===== src/common/nmo_consts.svh =====
// Constants for the negative multiply-accumulate and OR-family slice.
// Assumes instruction words arrive with the most significant bit first.
`ifndef NMO_CONSTS_SVH
`define NMO_CONSTS_SVH
`define NMO_W          32
`define NMO_PRIM_HI    31
`define NMO_PRIM_LO    26
`define NMO_RT_HI      25
`define NMO_RT_LO      21
`define NMO_LTGT_HI    20
`define NMO_LTGT_LO    16
`define NMO_OE_BIT     10
`define NMO_XO9_HI     9
`define NMO_XO10_HI    10
`define NMO_XO_LO      1
`define NMO_REC_BIT    0
`define NMO_HALF_HI    31
`define NMO_HALF_MID   16
`define NMO_HALF_LO    15
`define NMO_PRIM_MAC   6'h04
`define NMO_PRIM_X     6'h1F
`define NMO_PRIM_ORI   6'h18
`define NMO_PRIM_ORIS  6'h19
`define NMO_XO_HHWS    9'h06E
`define NMO_XO_LHW     9'h1AE
`define NMO_XO_LHWS    9'h1EE
`define NMO_XO_NOR     10'h07C
`define NMO_XO_OR      10'h1BC
`define NMO_XO_ORC     10'h19C
`define NMO_ZERO16     16'h0000
`define NMO_ZERO32     32'h0000_0000
`endif


===== src/common/nmo_pkg.sv =====
// Types shared by the negative multiply-accumulate and OR-family slice.
// Assumes the constants header is compiled alongside.
package nmo_pkg;
  // Operation selected by the decoder.
  typedef enum logic [3:0] {
    NMO_OP_NONE = 4'b0000,
    NMO_OP_HHWS = 4'b0001,
    NMO_OP_LHW  = 4'b0010,
    NMO_OP_LHWS = 4'b0011,
    NMO_OP_NOR  = 4'b0100,
    NMO_OP_OR   = 4'b0101,
    NMO_OP_ORC  = 4'b0110,
    NMO_OP_ORI  = 4'b0111,
    NMO_OP_ORIS = 4'b1000
  } nmo_op_t;

  // Whole registered state of the slice.
  typedef struct packed {
    logic        done;
    logic        illegal;
    logic [31:0] result;
    logic [4:0]  target_idx;
    logic [3:0]  cfz;
    logic        cfz_wr;
    logic        sticky;
    logic        excess;
  } nmo_state_t;
endpackage


===== src/design/nmo_alu.sv =====
// Execution slice: negative halfword multiply-accumulate and the OR family.
// Assumes the pipeline gives it register contents read in the issue cycle
// and writes the result back itself; all inputs are on mclk_in.
`include "nmo_consts.svh"

// Functional notes
// - High form multiplies signed upper halfwords.
// - Low forms multiply signed lower halfwords.
// - Negated product plus destination, 33 bits.
// - Modulo form keeps low 32 bits.
// - Saturating, no overflow: keep low bits.
// - Saturating overflow clamps to signed limits.
// - Enable bit governs sticky and excess flags.
// - Record bit updates condition field zero.
// - NOR writes inverted OR of operands.
// - OR writes OR of operands.
// - OR with complement of second operand.
// - OR immediate, zero upper half.
// - OR immediate shifted into upper half.
// - Opcode 4 with 110, 430, 494.
// - Opcode 31 with 124, 444, 412.
// - Opcodes 24, 25 touch only target.
module nmo_alu (
  input  wire logic        mclk_in,          // Core clock, 200 MHz.
  input  wire logic        rst_b_in,         // Asynchronous reset, low.
  input  wire logic        issue_valid_in,   // Instruction offered this cycle.
  input  wire logic [31:0] instr_in,         // Instruction word.
  input  wire logic [31:0] first_src_reg_in, // First source contents.
  input  wire logic [31:0] second_src_reg_in,// Second source contents.
  input  wire logic [31:0] source_reg_in,    // Logic source contents.
  input  wire logic [31:0] dest_in,          // Current destination contents.
  input  wire logic        flags_clear_in,   // Clears sticky and excess flags.
  output logic             done_out,         // Result valid, one cycle.
  output logic             illegal_out,      // Unrecognised word, one cycle.
  output logic [31:0]      result_out,       // Value for the target register.
  output logic [4:0]       target_idx_out,   // Target register number.
  output logic [3:0]       cond_field_zero_out, // LT, GT, EQ, summary.
  output logic             cond_field_zero_wr_out, // Field zero write, pulse.
  output logic             sticky_out,       // Summary overflow flag.
  output logic             excess_flag_out   // Overflow flag of last update.
);
  import nmo_pkg::*;

  // Registered state and its next value.
  nmo_state_t st;
  nmo_state_t next_st;

  // Decoder outputs.
  nmo_op_t     op;            // Selected operation.
  logic [8:0]  xo9;           // Nine-bit extended opcode.
  logic [9:0]  xo10;          // Ten-bit extended opcode.
  logic [5:0]  prim;          // Primary opcode.
  logic        record_bit;    // Record bit of the word.
  logic        oe_bit;        // Overflow-enable bit of the word.
  logic [15:0] unsigned_immediate; // Immediate field.

  // Arithmetic path.
  logic [32:0] mac_sum;       // Intermediate sum, 33 bits.
  logic        mac_ovf;       // Saturation overflow detected.
  logic [31:0] mac_clamp;     // Clamped value on overflow.
  logic [31:0] nprod;         // Negated product.
  logic [31:0] res;           // Selected result.
  logic        is_mac;        // Accumulate family selected.

  // Signed 16 by 16 product, negated; it always fits 32 bits.
  function automatic logic [31:0] neg_prod(input logic [15:0] a,
                                           input logic [15:0] b);
    logic signed [31:0] p;
    p = $signed(a) * $signed(b);
    return 32'(-p);
  endfunction

  // Condition field from a signed result and the summary flag.
  function automatic logic [3:0] cond_of(input logic [31:0] v,
                                         input logic so);
    logic lt;
    logic eq;
    lt = v[31];
    eq = (v == `NMO_ZERO32);
    return {lt, !lt && !eq, eq, so};
  endfunction

  // Field extraction from the instruction word.
  always_comb begin
    prim = instr_in[`NMO_PRIM_HI:`NMO_PRIM_LO];
    xo9 = instr_in[`NMO_XO9_HI:`NMO_XO_LO];
    xo10 = instr_in[`NMO_XO10_HI:`NMO_XO_LO];
    record_bit = instr_in[`NMO_REC_BIT];
    oe_bit = instr_in[`NMO_OE_BIT];
    unsigned_immediate = instr_in[`NMO_HALF_LO:0];
  end

  // Decoder; unknown combinations fall to NMO_OP_NONE.
  always_comb begin
    op = NMO_OP_NONE;
    case (prim)
      `NMO_PRIM_MAC: begin
        case (xo9)
          `NMO_XO_HHWS: op = NMO_OP_HHWS;
          `NMO_XO_LHW: op = NMO_OP_LHW;
          `NMO_XO_LHWS: op = NMO_OP_LHWS;
          default: op = NMO_OP_NONE;
        endcase
      end
      `NMO_PRIM_X: begin
        case (xo10)
          `NMO_XO_NOR: op = NMO_OP_NOR;
          `NMO_XO_OR: op = NMO_OP_OR;
          `NMO_XO_ORC: op = NMO_OP_ORC;
          default: op = NMO_OP_NONE;
        endcase
      end
      `NMO_PRIM_ORI: op = NMO_OP_ORI;
      `NMO_PRIM_ORIS: op = NMO_OP_ORIS;
      default: op = NMO_OP_NONE;
    endcase
  end

  // Accumulate datapath; one adder serves all three forms.
  always_comb begin
    is_mac = (op == NMO_OP_HHWS) || (op == NMO_OP_LHW) || (op == NMO_OP_LHWS);
    if (op == NMO_OP_HHWS) begin
      // Upper halves of both sources.
      nprod = neg_prod(first_src_reg_in[`NMO_HALF_HI:`NMO_HALF_MID],
                       second_src_reg_in[`NMO_HALF_HI:`NMO_HALF_MID]);
    end else begin
      // Lower halves of both sources.
      nprod = neg_prod(first_src_reg_in[`NMO_HALF_LO:0],
                       second_src_reg_in[`NMO_HALF_LO:0]);
    end
    // Both operands sign-extended so the top bit is the true sign.
    mac_sum = {nprod[31], nprod} + {dest_in[31], dest_in};
    // Overflow test on operand signs versus the sum's bit 31.
    mac_ovf = (nprod[31] == dest_in[31]) && (mac_sum[31] != dest_in[31]);
    // Sign of the destination followed by 31 inverted copies of it.
    mac_clamp = {dest_in[31], {31{~dest_in[31]}}};
  end

  // Result selection across all operations.
  always_comb begin
    case (op)
      NMO_OP_HHWS,
      NMO_OP_LHWS: res = mac_ovf ? mac_clamp : mac_sum[31:0];
      NMO_OP_LHW: res = mac_sum[31:0];
      NMO_OP_NOR: res = ~(source_reg_in | second_src_reg_in);
      NMO_OP_OR: res = source_reg_in | second_src_reg_in;
      NMO_OP_ORC: res = source_reg_in | ~second_src_reg_in;
      NMO_OP_ORI: res = source_reg_in | {`NMO_ZERO16, unsigned_immediate};
      NMO_OP_ORIS: res = source_reg_in | {unsigned_immediate, `NMO_ZERO16};
      default: res = `NMO_ZERO32;
    endcase
  end

  // Next-state logic. The clear is applied first so that an overflow in
  // the same cycle wins over it and is never lost.
  always_comb begin
    next_st = st;
    next_st.done = 1'b0;
    next_st.illegal = 1'b0;
    next_st.cfz_wr = 1'b0;
    if (flags_clear_in) begin
      next_st.sticky = 1'b0;
      next_st.excess = 1'b0;
    end
    if (issue_valid_in) begin
      if (op == NMO_OP_NONE) begin
        // Not ours: flag it and leave every architected value alone.
        next_st.illegal = 1'b1;
      end else begin
        next_st.done = 1'b1;
        next_st.result = res;
        // Accumulate forms name the destination field; logic forms the second field.
        next_st.target_idx = is_mac ? instr_in[`NMO_RT_HI:`NMO_RT_LO]
                                    : instr_in[`NMO_LTGT_HI:`NMO_LTGT_LO];
        // The flags follow the 33-bit overflow for modulo and saturate alike.
        if (is_mac && oe_bit) begin
          next_st.excess = mac_ovf;
          next_st.sticky = next_st.sticky | mac_ovf;
        end
        // Immediate forms carry no record bit and never touch the field.
        if (record_bit && op != NMO_OP_ORI && op != NMO_OP_ORIS) begin
          next_st.cfz = cond_of(res, next_st.sticky);
          next_st.cfz_wr = 1'b1;
        end
      end
    end
  end

  // State register; reset brings the slice up idle with flags clear.
  always_ff @(posedge mclk_in or negedge rst_b_in) begin
    if (!rst_b_in) begin
      st <= '0;
    end else begin
      st <= next_st;
    end
  end

  // Outputs come straight from the state register.
  always_comb begin
    done_out = st.done;
    illegal_out = st.illegal;
    result_out = st.result;
    target_idx_out = st.target_idx;
    cond_field_zero_out = st.cfz;
    cond_field_zero_wr_out = st.cfz_wr;
    sticky_out = st.sticky;
    excess_flag_out = st.excess;
  end

  // Helper: previous-cycle view of the issue for the checks below.
  logic        p_iss;      // Issue was taken last cycle.
  nmo_op_t     p_op;       // Operation taken last cycle.
  logic        p_ovf;      // Overflow seen last cycle.
  logic        p_oe;       // Enable bit last cycle.
  logic        p_rec;      // Record bit last cycle.
  always_ff @(posedge mclk_in or negedge rst_b_in) begin
    if (!rst_b_in) begin
      p_iss <= 1'b0;
      p_op <= NMO_OP_NONE;
      p_ovf <= 1'b0;
      p_oe <= 1'b0;
      p_rec <= 1'b0;
    end else begin
      p_iss <= issue_valid_in;
      p_op <= op;
      p_ovf <= mac_ovf;
      p_oe <= oe_bit;
      p_rec <= record_bit;
    end
  end
endmodule


===== config.mk =====
export PLATFORM = sky130hd
export DESIGN_NAME = nmo_alu
export DESIGN_NICKNAME = d
export VERILOG_FILES = /design/src/common/nmo_pkg.sv /design/src/design/nmo_alu.sv
export VERILOG_INCLUDE_DIRS = /design/src /design/src/common
export SDC_FILE = /design/constraint.sdc
export NUM_CORES = 2
export LEC_CHECK = 0
export ABC_AREA = 0
export BUFFER_PORTS_ARGS = -buffer_cell sky130_fd_sc_hd__buf_2
export CAP_MARGIN = 40
export CORE_MARGIN = 5
export CORE_UTILIZATION = 58
export CTS_BUF_LIST = sky130_fd_sc_hd__clkbuf_2
export CTS_CLUSTER_SIZE = 40
export DETAILED_ROUTE_END_ITERATION = 8
export MAX_ROUTING_LAYER = met4
export PLACE_DENSITY = 0.81
export SYNTH_ARGS = -nofsm -noshare
export SYNTH_HDL_FRONTEND = slang
export SYNTH_SLANG_ARGS = --single-unit

===== constraint.sdc =====
create_clock -name mclk_in -period 0.9 [get_ports mclk_in]
set_input_delay 0.045 -clock mclk_in [delete_from_list [all_inputs] [get_ports mclk_in]]
set_output_delay 0.045 -clock mclk_in [all_outputs]
set_load 0.03 [all_outputs]

## Yosys cells after proc, flatten, opt, wreduce, memory -nomap -nowiden

Index checks and enable logic that the tools add are counted.

- Register bits: 46
- Word-level logic and storage cells: 72
- Input port bits: 164

- Bitwise gates (word level): 9
- Add/subtract/negate cells: 3
- Multipliers: 2
- Equality and inequality tests: 22
- Reduce and logical (&&, ||, !) cells: 14
- Mux-type cells: 14

Operators by type and width:

| kind | number |
|---|---|
| 32-bit case mux with 7 select lines | 1 |
| 32-bit bitwise OR | 3 |
| 16-bit by 16-bit multiplier with 32-bit output | 2 |
| 32-bit 2-to-1 mux | 2 |
| 32-bit negation | 2 |
| 32-bit inverter | 2 |
| 46-bit 2-to-1 mux | 1 |
| 44-bit 2-to-1 mux | 1 |
| 32-bit adder | 1 |
| 32-bit logical NOT | 1 |
| 32-bit by 16-bit bitwise OR with 32-bit output | 1 |
| 10-bit by 9-bit == test with 1-bit output, second input constant | 2 |
| 6-bit by 5-bit == test with 1-bit output, second input constant | 3 |
| 9-bit == test, second input constant | 2 |
| 4-bit by 3-bit == test with 1-bit output, second input constant | 4 |
| 4-bit case mux with 4 select lines | 1 |
| 10-bit by 7-bit == test with 1-bit output, second input constant | 1 |
| 5-bit 2-to-1 mux | 2 |
| 9-bit by 7-bit == test with 1-bit output, second input constant | 1 |
| 3-bit case mux with 3 select lines | 1 |
| 4-bit by 2-bit == test with 1-bit output, second input constant | 2 |
| 6-bit by 3-bit == test with 1-bit output, second input constant | 1 |
| 2-bit case mux with 3 select lines | 1 |
| 1-bit logical AND | 5 |
| other kinds (16) | 21 |

## Depth between registers and ports, before layout

- Word-level depth: 16
- Mapped depth: 40
- Depth with buffers taken out: 38

## Worst setup path before layout

OpenSTA, ideal clock, no wires.

- Path kind: input -> register
- Start point: input port second_src_reg_in[21]
- End point: register st, in the netlist cond_field_zero_out[2]
- Required time: 0.779 ns
- Setup time: 0.121 ns
- Buffers on the path: 2
- Arrival: 8.510 ns
- Path slack: -7.731 ns
- Stages: 37
- Cells stage by stage: clkbuf_1 -> clkbuf_1 -> nand2_1 -> fa_1 -> inv_1 -> fa_1 -> fa_1 -> inv_1 -> fa_1 -> fa_1 -> inv_1 -> fa_1 -> inv_1 -> ha_1 -> a21oi_1 -> o21ai_0 -> or3_1 -> o21ai_1 -> o21ai_0 -> a21o_1 -> a21o_1 -> a21oi_1 -> a211oi_1 -> nor2_1 -> xor2_1 -> mux2i_1 -> ha_1 -> a21oi_1 -> o21ai_0 -> or3_1 -> o22ai_1 -> xnor2_1 -> and4b_1 -> nand4_1 -> o41ai_1 -> or4b_1 -> a21boi_1

- Word-level cells in the longest chain between the ends: 11
- Elaborated cells between the ends (all ways): 17
- Classes of those cells: add/sub: 2; mul: 1; eq/ne: 2; mux: 3; bitwise: 4; reduce/logical: 5

RTL lines:

| item | line | text |
|---|---|---|
| start, declared | nmo_alu.sv:29 | `input wire logic [31:0] second_src_reg_in,` |
| 16-bit by 16-bit multiplier with 32-bit output | nmo_alu.sv:69 | `p = $signed(a) * $signed(b);` |
| 32-bit negation | nmo_alu.sv:70 | `return 32'(-p);` |
| 32-bit 2-to-1 mux | nmo_alu.sv:122 | `if (op == NMO_OP_HHWS) begin` |
| 32-bit adder | nmo_alu.sv:132 | `mac_sum = {nprod[31], nprod} + {dest_in[31], dest_in};` |
| 1-bit != test | nmo_alu.sv:134 | `mac_ovf = (nprod[31] == dest_in[31]) && (mac_sum[31] != dest_in[31]);` |
| 1-bit logical AND | nmo_alu.sv:134 |  |
| 32-bit 2-to-1 mux | nmo_alu.sv:143 | `NMO_OP_LHWS: res = mac_ovf ? mac_clamp : mac_sum[31:0];` |
| 32-bit case mux with 7 select lines (*) | nmo_alu.sv:141 | `case (op)` |
| 32-bit logical NOT (no source line) | -- |  |
| 1-bit logical NOT | nmo_alu.sv:80 | `return {lt, !lt && !eq, eq, so};` |
| 1-bit logical AND (*) | nmo_alu.sv:80 |  |
| end signal, assigned | nmo_alu.sv:194 | `st <= next_st;` |
| end, declared | nmo_alu.sv:45 | `nmo_state_t st;` |

Every way passes the cells marked *; elsewhere a longest branch is shown, timed or not.
A chain may end at the register's enable or synchronous reset.

## Final worst setup path

Same ends and word-level chain as after synthesis.

==> flow_summary.json <==
{
  "synthArstFlopShare": 1.00,
  "path_common_cell": "fa_1",
  "antenna_left": 0,
  "regArea_mm2": 0.00115,
  "yosys_warnings": 0,
  "endpoint_kind": "flop",
  "met3_usage": 0.0488,
  "clockRootBuffer": "clkbuf_2",
  "worstPathRequired_ps": 1300,
  "gp_congestion": 1.02,
  "synth_edf_count": 0,
  "cts-buffers-inserted": 5,
  "cts_tree": "done",
  "drtIter0Drc": 1938,
  "first_pass_iters": 6,
  "busiest_layer": "met2",
  "slew_headroom": 0.332,
  "post-route-period-util": 8.98,
  "die_x_um": 221,
  "synthCells": 3059,
  "core_mm2": 0.0441,
  "critPathMaxStageDelay_ps": 530,
  "portBuffers": 209,
  "setup_violations": 92,
  "cts_sinks": 46,
  "path_max_fanout": 12,
  "fin_crit_ps": 8080,
  "avgRoutedWirePerCell_um": 19.8,
  "via_per_inst": 5.64,
  "setup_ws_ps": -7180,
  "initial_core_util": 0.584,
  "clockBufferDepth": 2,
  "antenna_found_initial": 6,
  "cp_num_buf_inv": 6,
  "synth-seq-cells": 46,
  "fmax_mhz": 124,
  "placed_area_mm2": 0.0321,
  "htreeDepth": 2,
  "ys_seq_area_frac": 0.0446,
  "worstMarginPinSlew_ps": 994,
  "grt_pass1_wl_um": 142000,
  "rows": 77,
  "grt_pass1_vias": 27869,
  "crit_type": "input pin to flop",
  "dpl_worst_slack_ps": -7940,
  "grt_use_total": 0.367,
  "synth_cell_types": 92,
  "mostFrequentLayoutCells": "inv_1 (655), buf_4 (638), fa_1 (508)",
  "yosys_most_used_dff": "dfrtp_1",
  "violations": "hold timing, setup timing",
  "die_h_um": 221,
  "final_area_mm2": 0.0344,
  "start_kind": "input pin",
  "drive_above_1_share": 0.291,
  "cap_violations": 0,
  "gr-usage-met1": 0.447,
  "fp.dieArea_mm2": 0.0488,
  "holdWs_ps": -24.0,
  "worstPathArrival_ps": 8480,
  "avgSynthCellArea_um2": 8.43,
  "grt_max_degree": 47,
  "fill_cells": 2901,
  "use_met2": 0.625,
  "finClkSkew_ps": 0.0994,
  "rsz0062_at_grt": "true",
  "crit_family": "adder cells",
  "io_pins": 210,
  "drc": 0,
  "clkSlewWorstSetupHoldPaths_ps": 280,
  "overflow": 0,
  "nNetsFinal": 4754,
  "syn-cell-area_mm2": 0.0258,
  "area_delta_synth_final_pct": 33.6,
  "critPathSlowestCell": "fa_1",
  "hpwlAfterDp_um": 73400,
  "layout_commonest_cell": "inv_1",
  "num_vias": 25026,
  "syn-num-nets": 3973,
  "status": "finished with violations",
  "clkLatencyLatePin_ps": 470,
  "drt_wl_total_um": 87800,
  "multiInputGateArea_mm2": 0.0228,
  "hold_path.class": "input pin to flop",
  "hold_viol_final": 1,
  "slew_viol_final": 0
}
-- path summary, 6_finish.rpt --
path | slack (ps) | cells after the start | start | to
worst max-delay path | -7180 | 37 | second_src_reg_in[21] | cond_field_zero_out[2]$_DFFE_PN0P_
worst min-delay path | -20 | 4 | source_reg_in[14] | result_out[14]$_DFFE_PN0P_
worst max register to register | -70 | 2 | sticky_out$_DFF_PN0_ | sticky_out$_DFF_PN0_
worst min register to register | 550 | 2 | result_out[5]$_DFFE_PN0P_ | result_out[5]$_DFFE_PN0P_
max in group asynchronous | 610 | 3 | rst_b_in | result_out[27]$_DFFE_PN0P_
min in group asynchronous | 40 | 3 | rst_b_in | result_out[16]$_DFFE_PN0P_
-- per-stage QoR --
step	cells	utilization	setup TNS, ps
3_5_place_dp	4345	0.727	-287880
5_1_grt	4438	0.781	-282050
2_1_floorplan	3059	-	-255290
4_1_cts	4419	0.770	-265650
3_3_place_gp	4345	0.727	-283100
6_report	4439	0.781	-269470
-- cells by family after synthesis --
kind of cell    share of synthesized area
simple gates                        0.182
buf+inv                             0.115
fa+ha+maj                           0.515
compound gates                      0.109
xor+xnor                           0.0336
flops                              0.0446
mux                               0.00121
-- cells in the mapped netlist, types with 40 or more instances --
| cell | n | area (µm²) |
|---|---|---|
| dfrtp_1 | 46 | 1150 |
| xnor2_1 | 59 | 517 |
| clkbuf_1 | 122 | 458 |
| o21ai_0 | 102 | 510 |
| and2_1 | 249 | 1560 |
| nand2_1 | 377 | 1420 |
| nor2_1 | 104 | 390 |
| fa_1 | 517 | 10300 |
| ha_1 | 233 | 2920 |
| a21oi_1 | 117 | 586 |
| xor2_1 | 40 | 350 |
| inv_1 | 662 | 2480 |
| nor2b_1 | 40 | 250 |
-- state kept, by name, summed over array words and instances (netlist names) --
register / flops
cond_field_zero_out: 4
cond_field_zero_wr_out: 1
done_out: 1
excess_flag_out: 1
illegal_out: 1
result_out: 32
sticky_out: 1
target_idx_out: 5
-- tightest hold or removal path, stage by stage --
cell and delay [ps]:
buf_2 110, nor3_1 50, nor2_1 160, a31oi_1 110
-- area by class of cell --
| cell class | instances | area share |
|---|---|---|
| Timing Repair Buffer | 899 | 0.206 |
| Timing Repair inverter | 1 | 0.000872 |
| Clock buffer | 6 | 0.000872 |
| Sequential cell | 46 | 0.0334 |
| Inverter | 663 | 0.0730 |
| Antenna cell | 6 | 0.000436 |
| Tap cell | 592 | 0.0215 |
| Clock inverter | 2 | 0.000400 |
| Multi-Input combinational cell | 2224 | 0.663 |
-- repair_timing --
action,CTS,global route
setup buffers,50,16
hold buffers,14,0
pin swaps,118,50
gates cloned,3,0
endpoints found under the hold margin,58,0
endpoints found under the setup margin,92,92
gates resized for setup,333,79
-- metal layers --
metal / wire length, µm / part of all wire
met5: 0 / 0
met4: 4140 / 0.047
met3: 6380 / 0.073
met2: 44200 / 0.50
met1: 33100 / 0.38
Power is left out: the tool's default activity adds up to more than one toggle a clock period on the data nets, which glitch-free logic cannot reach.
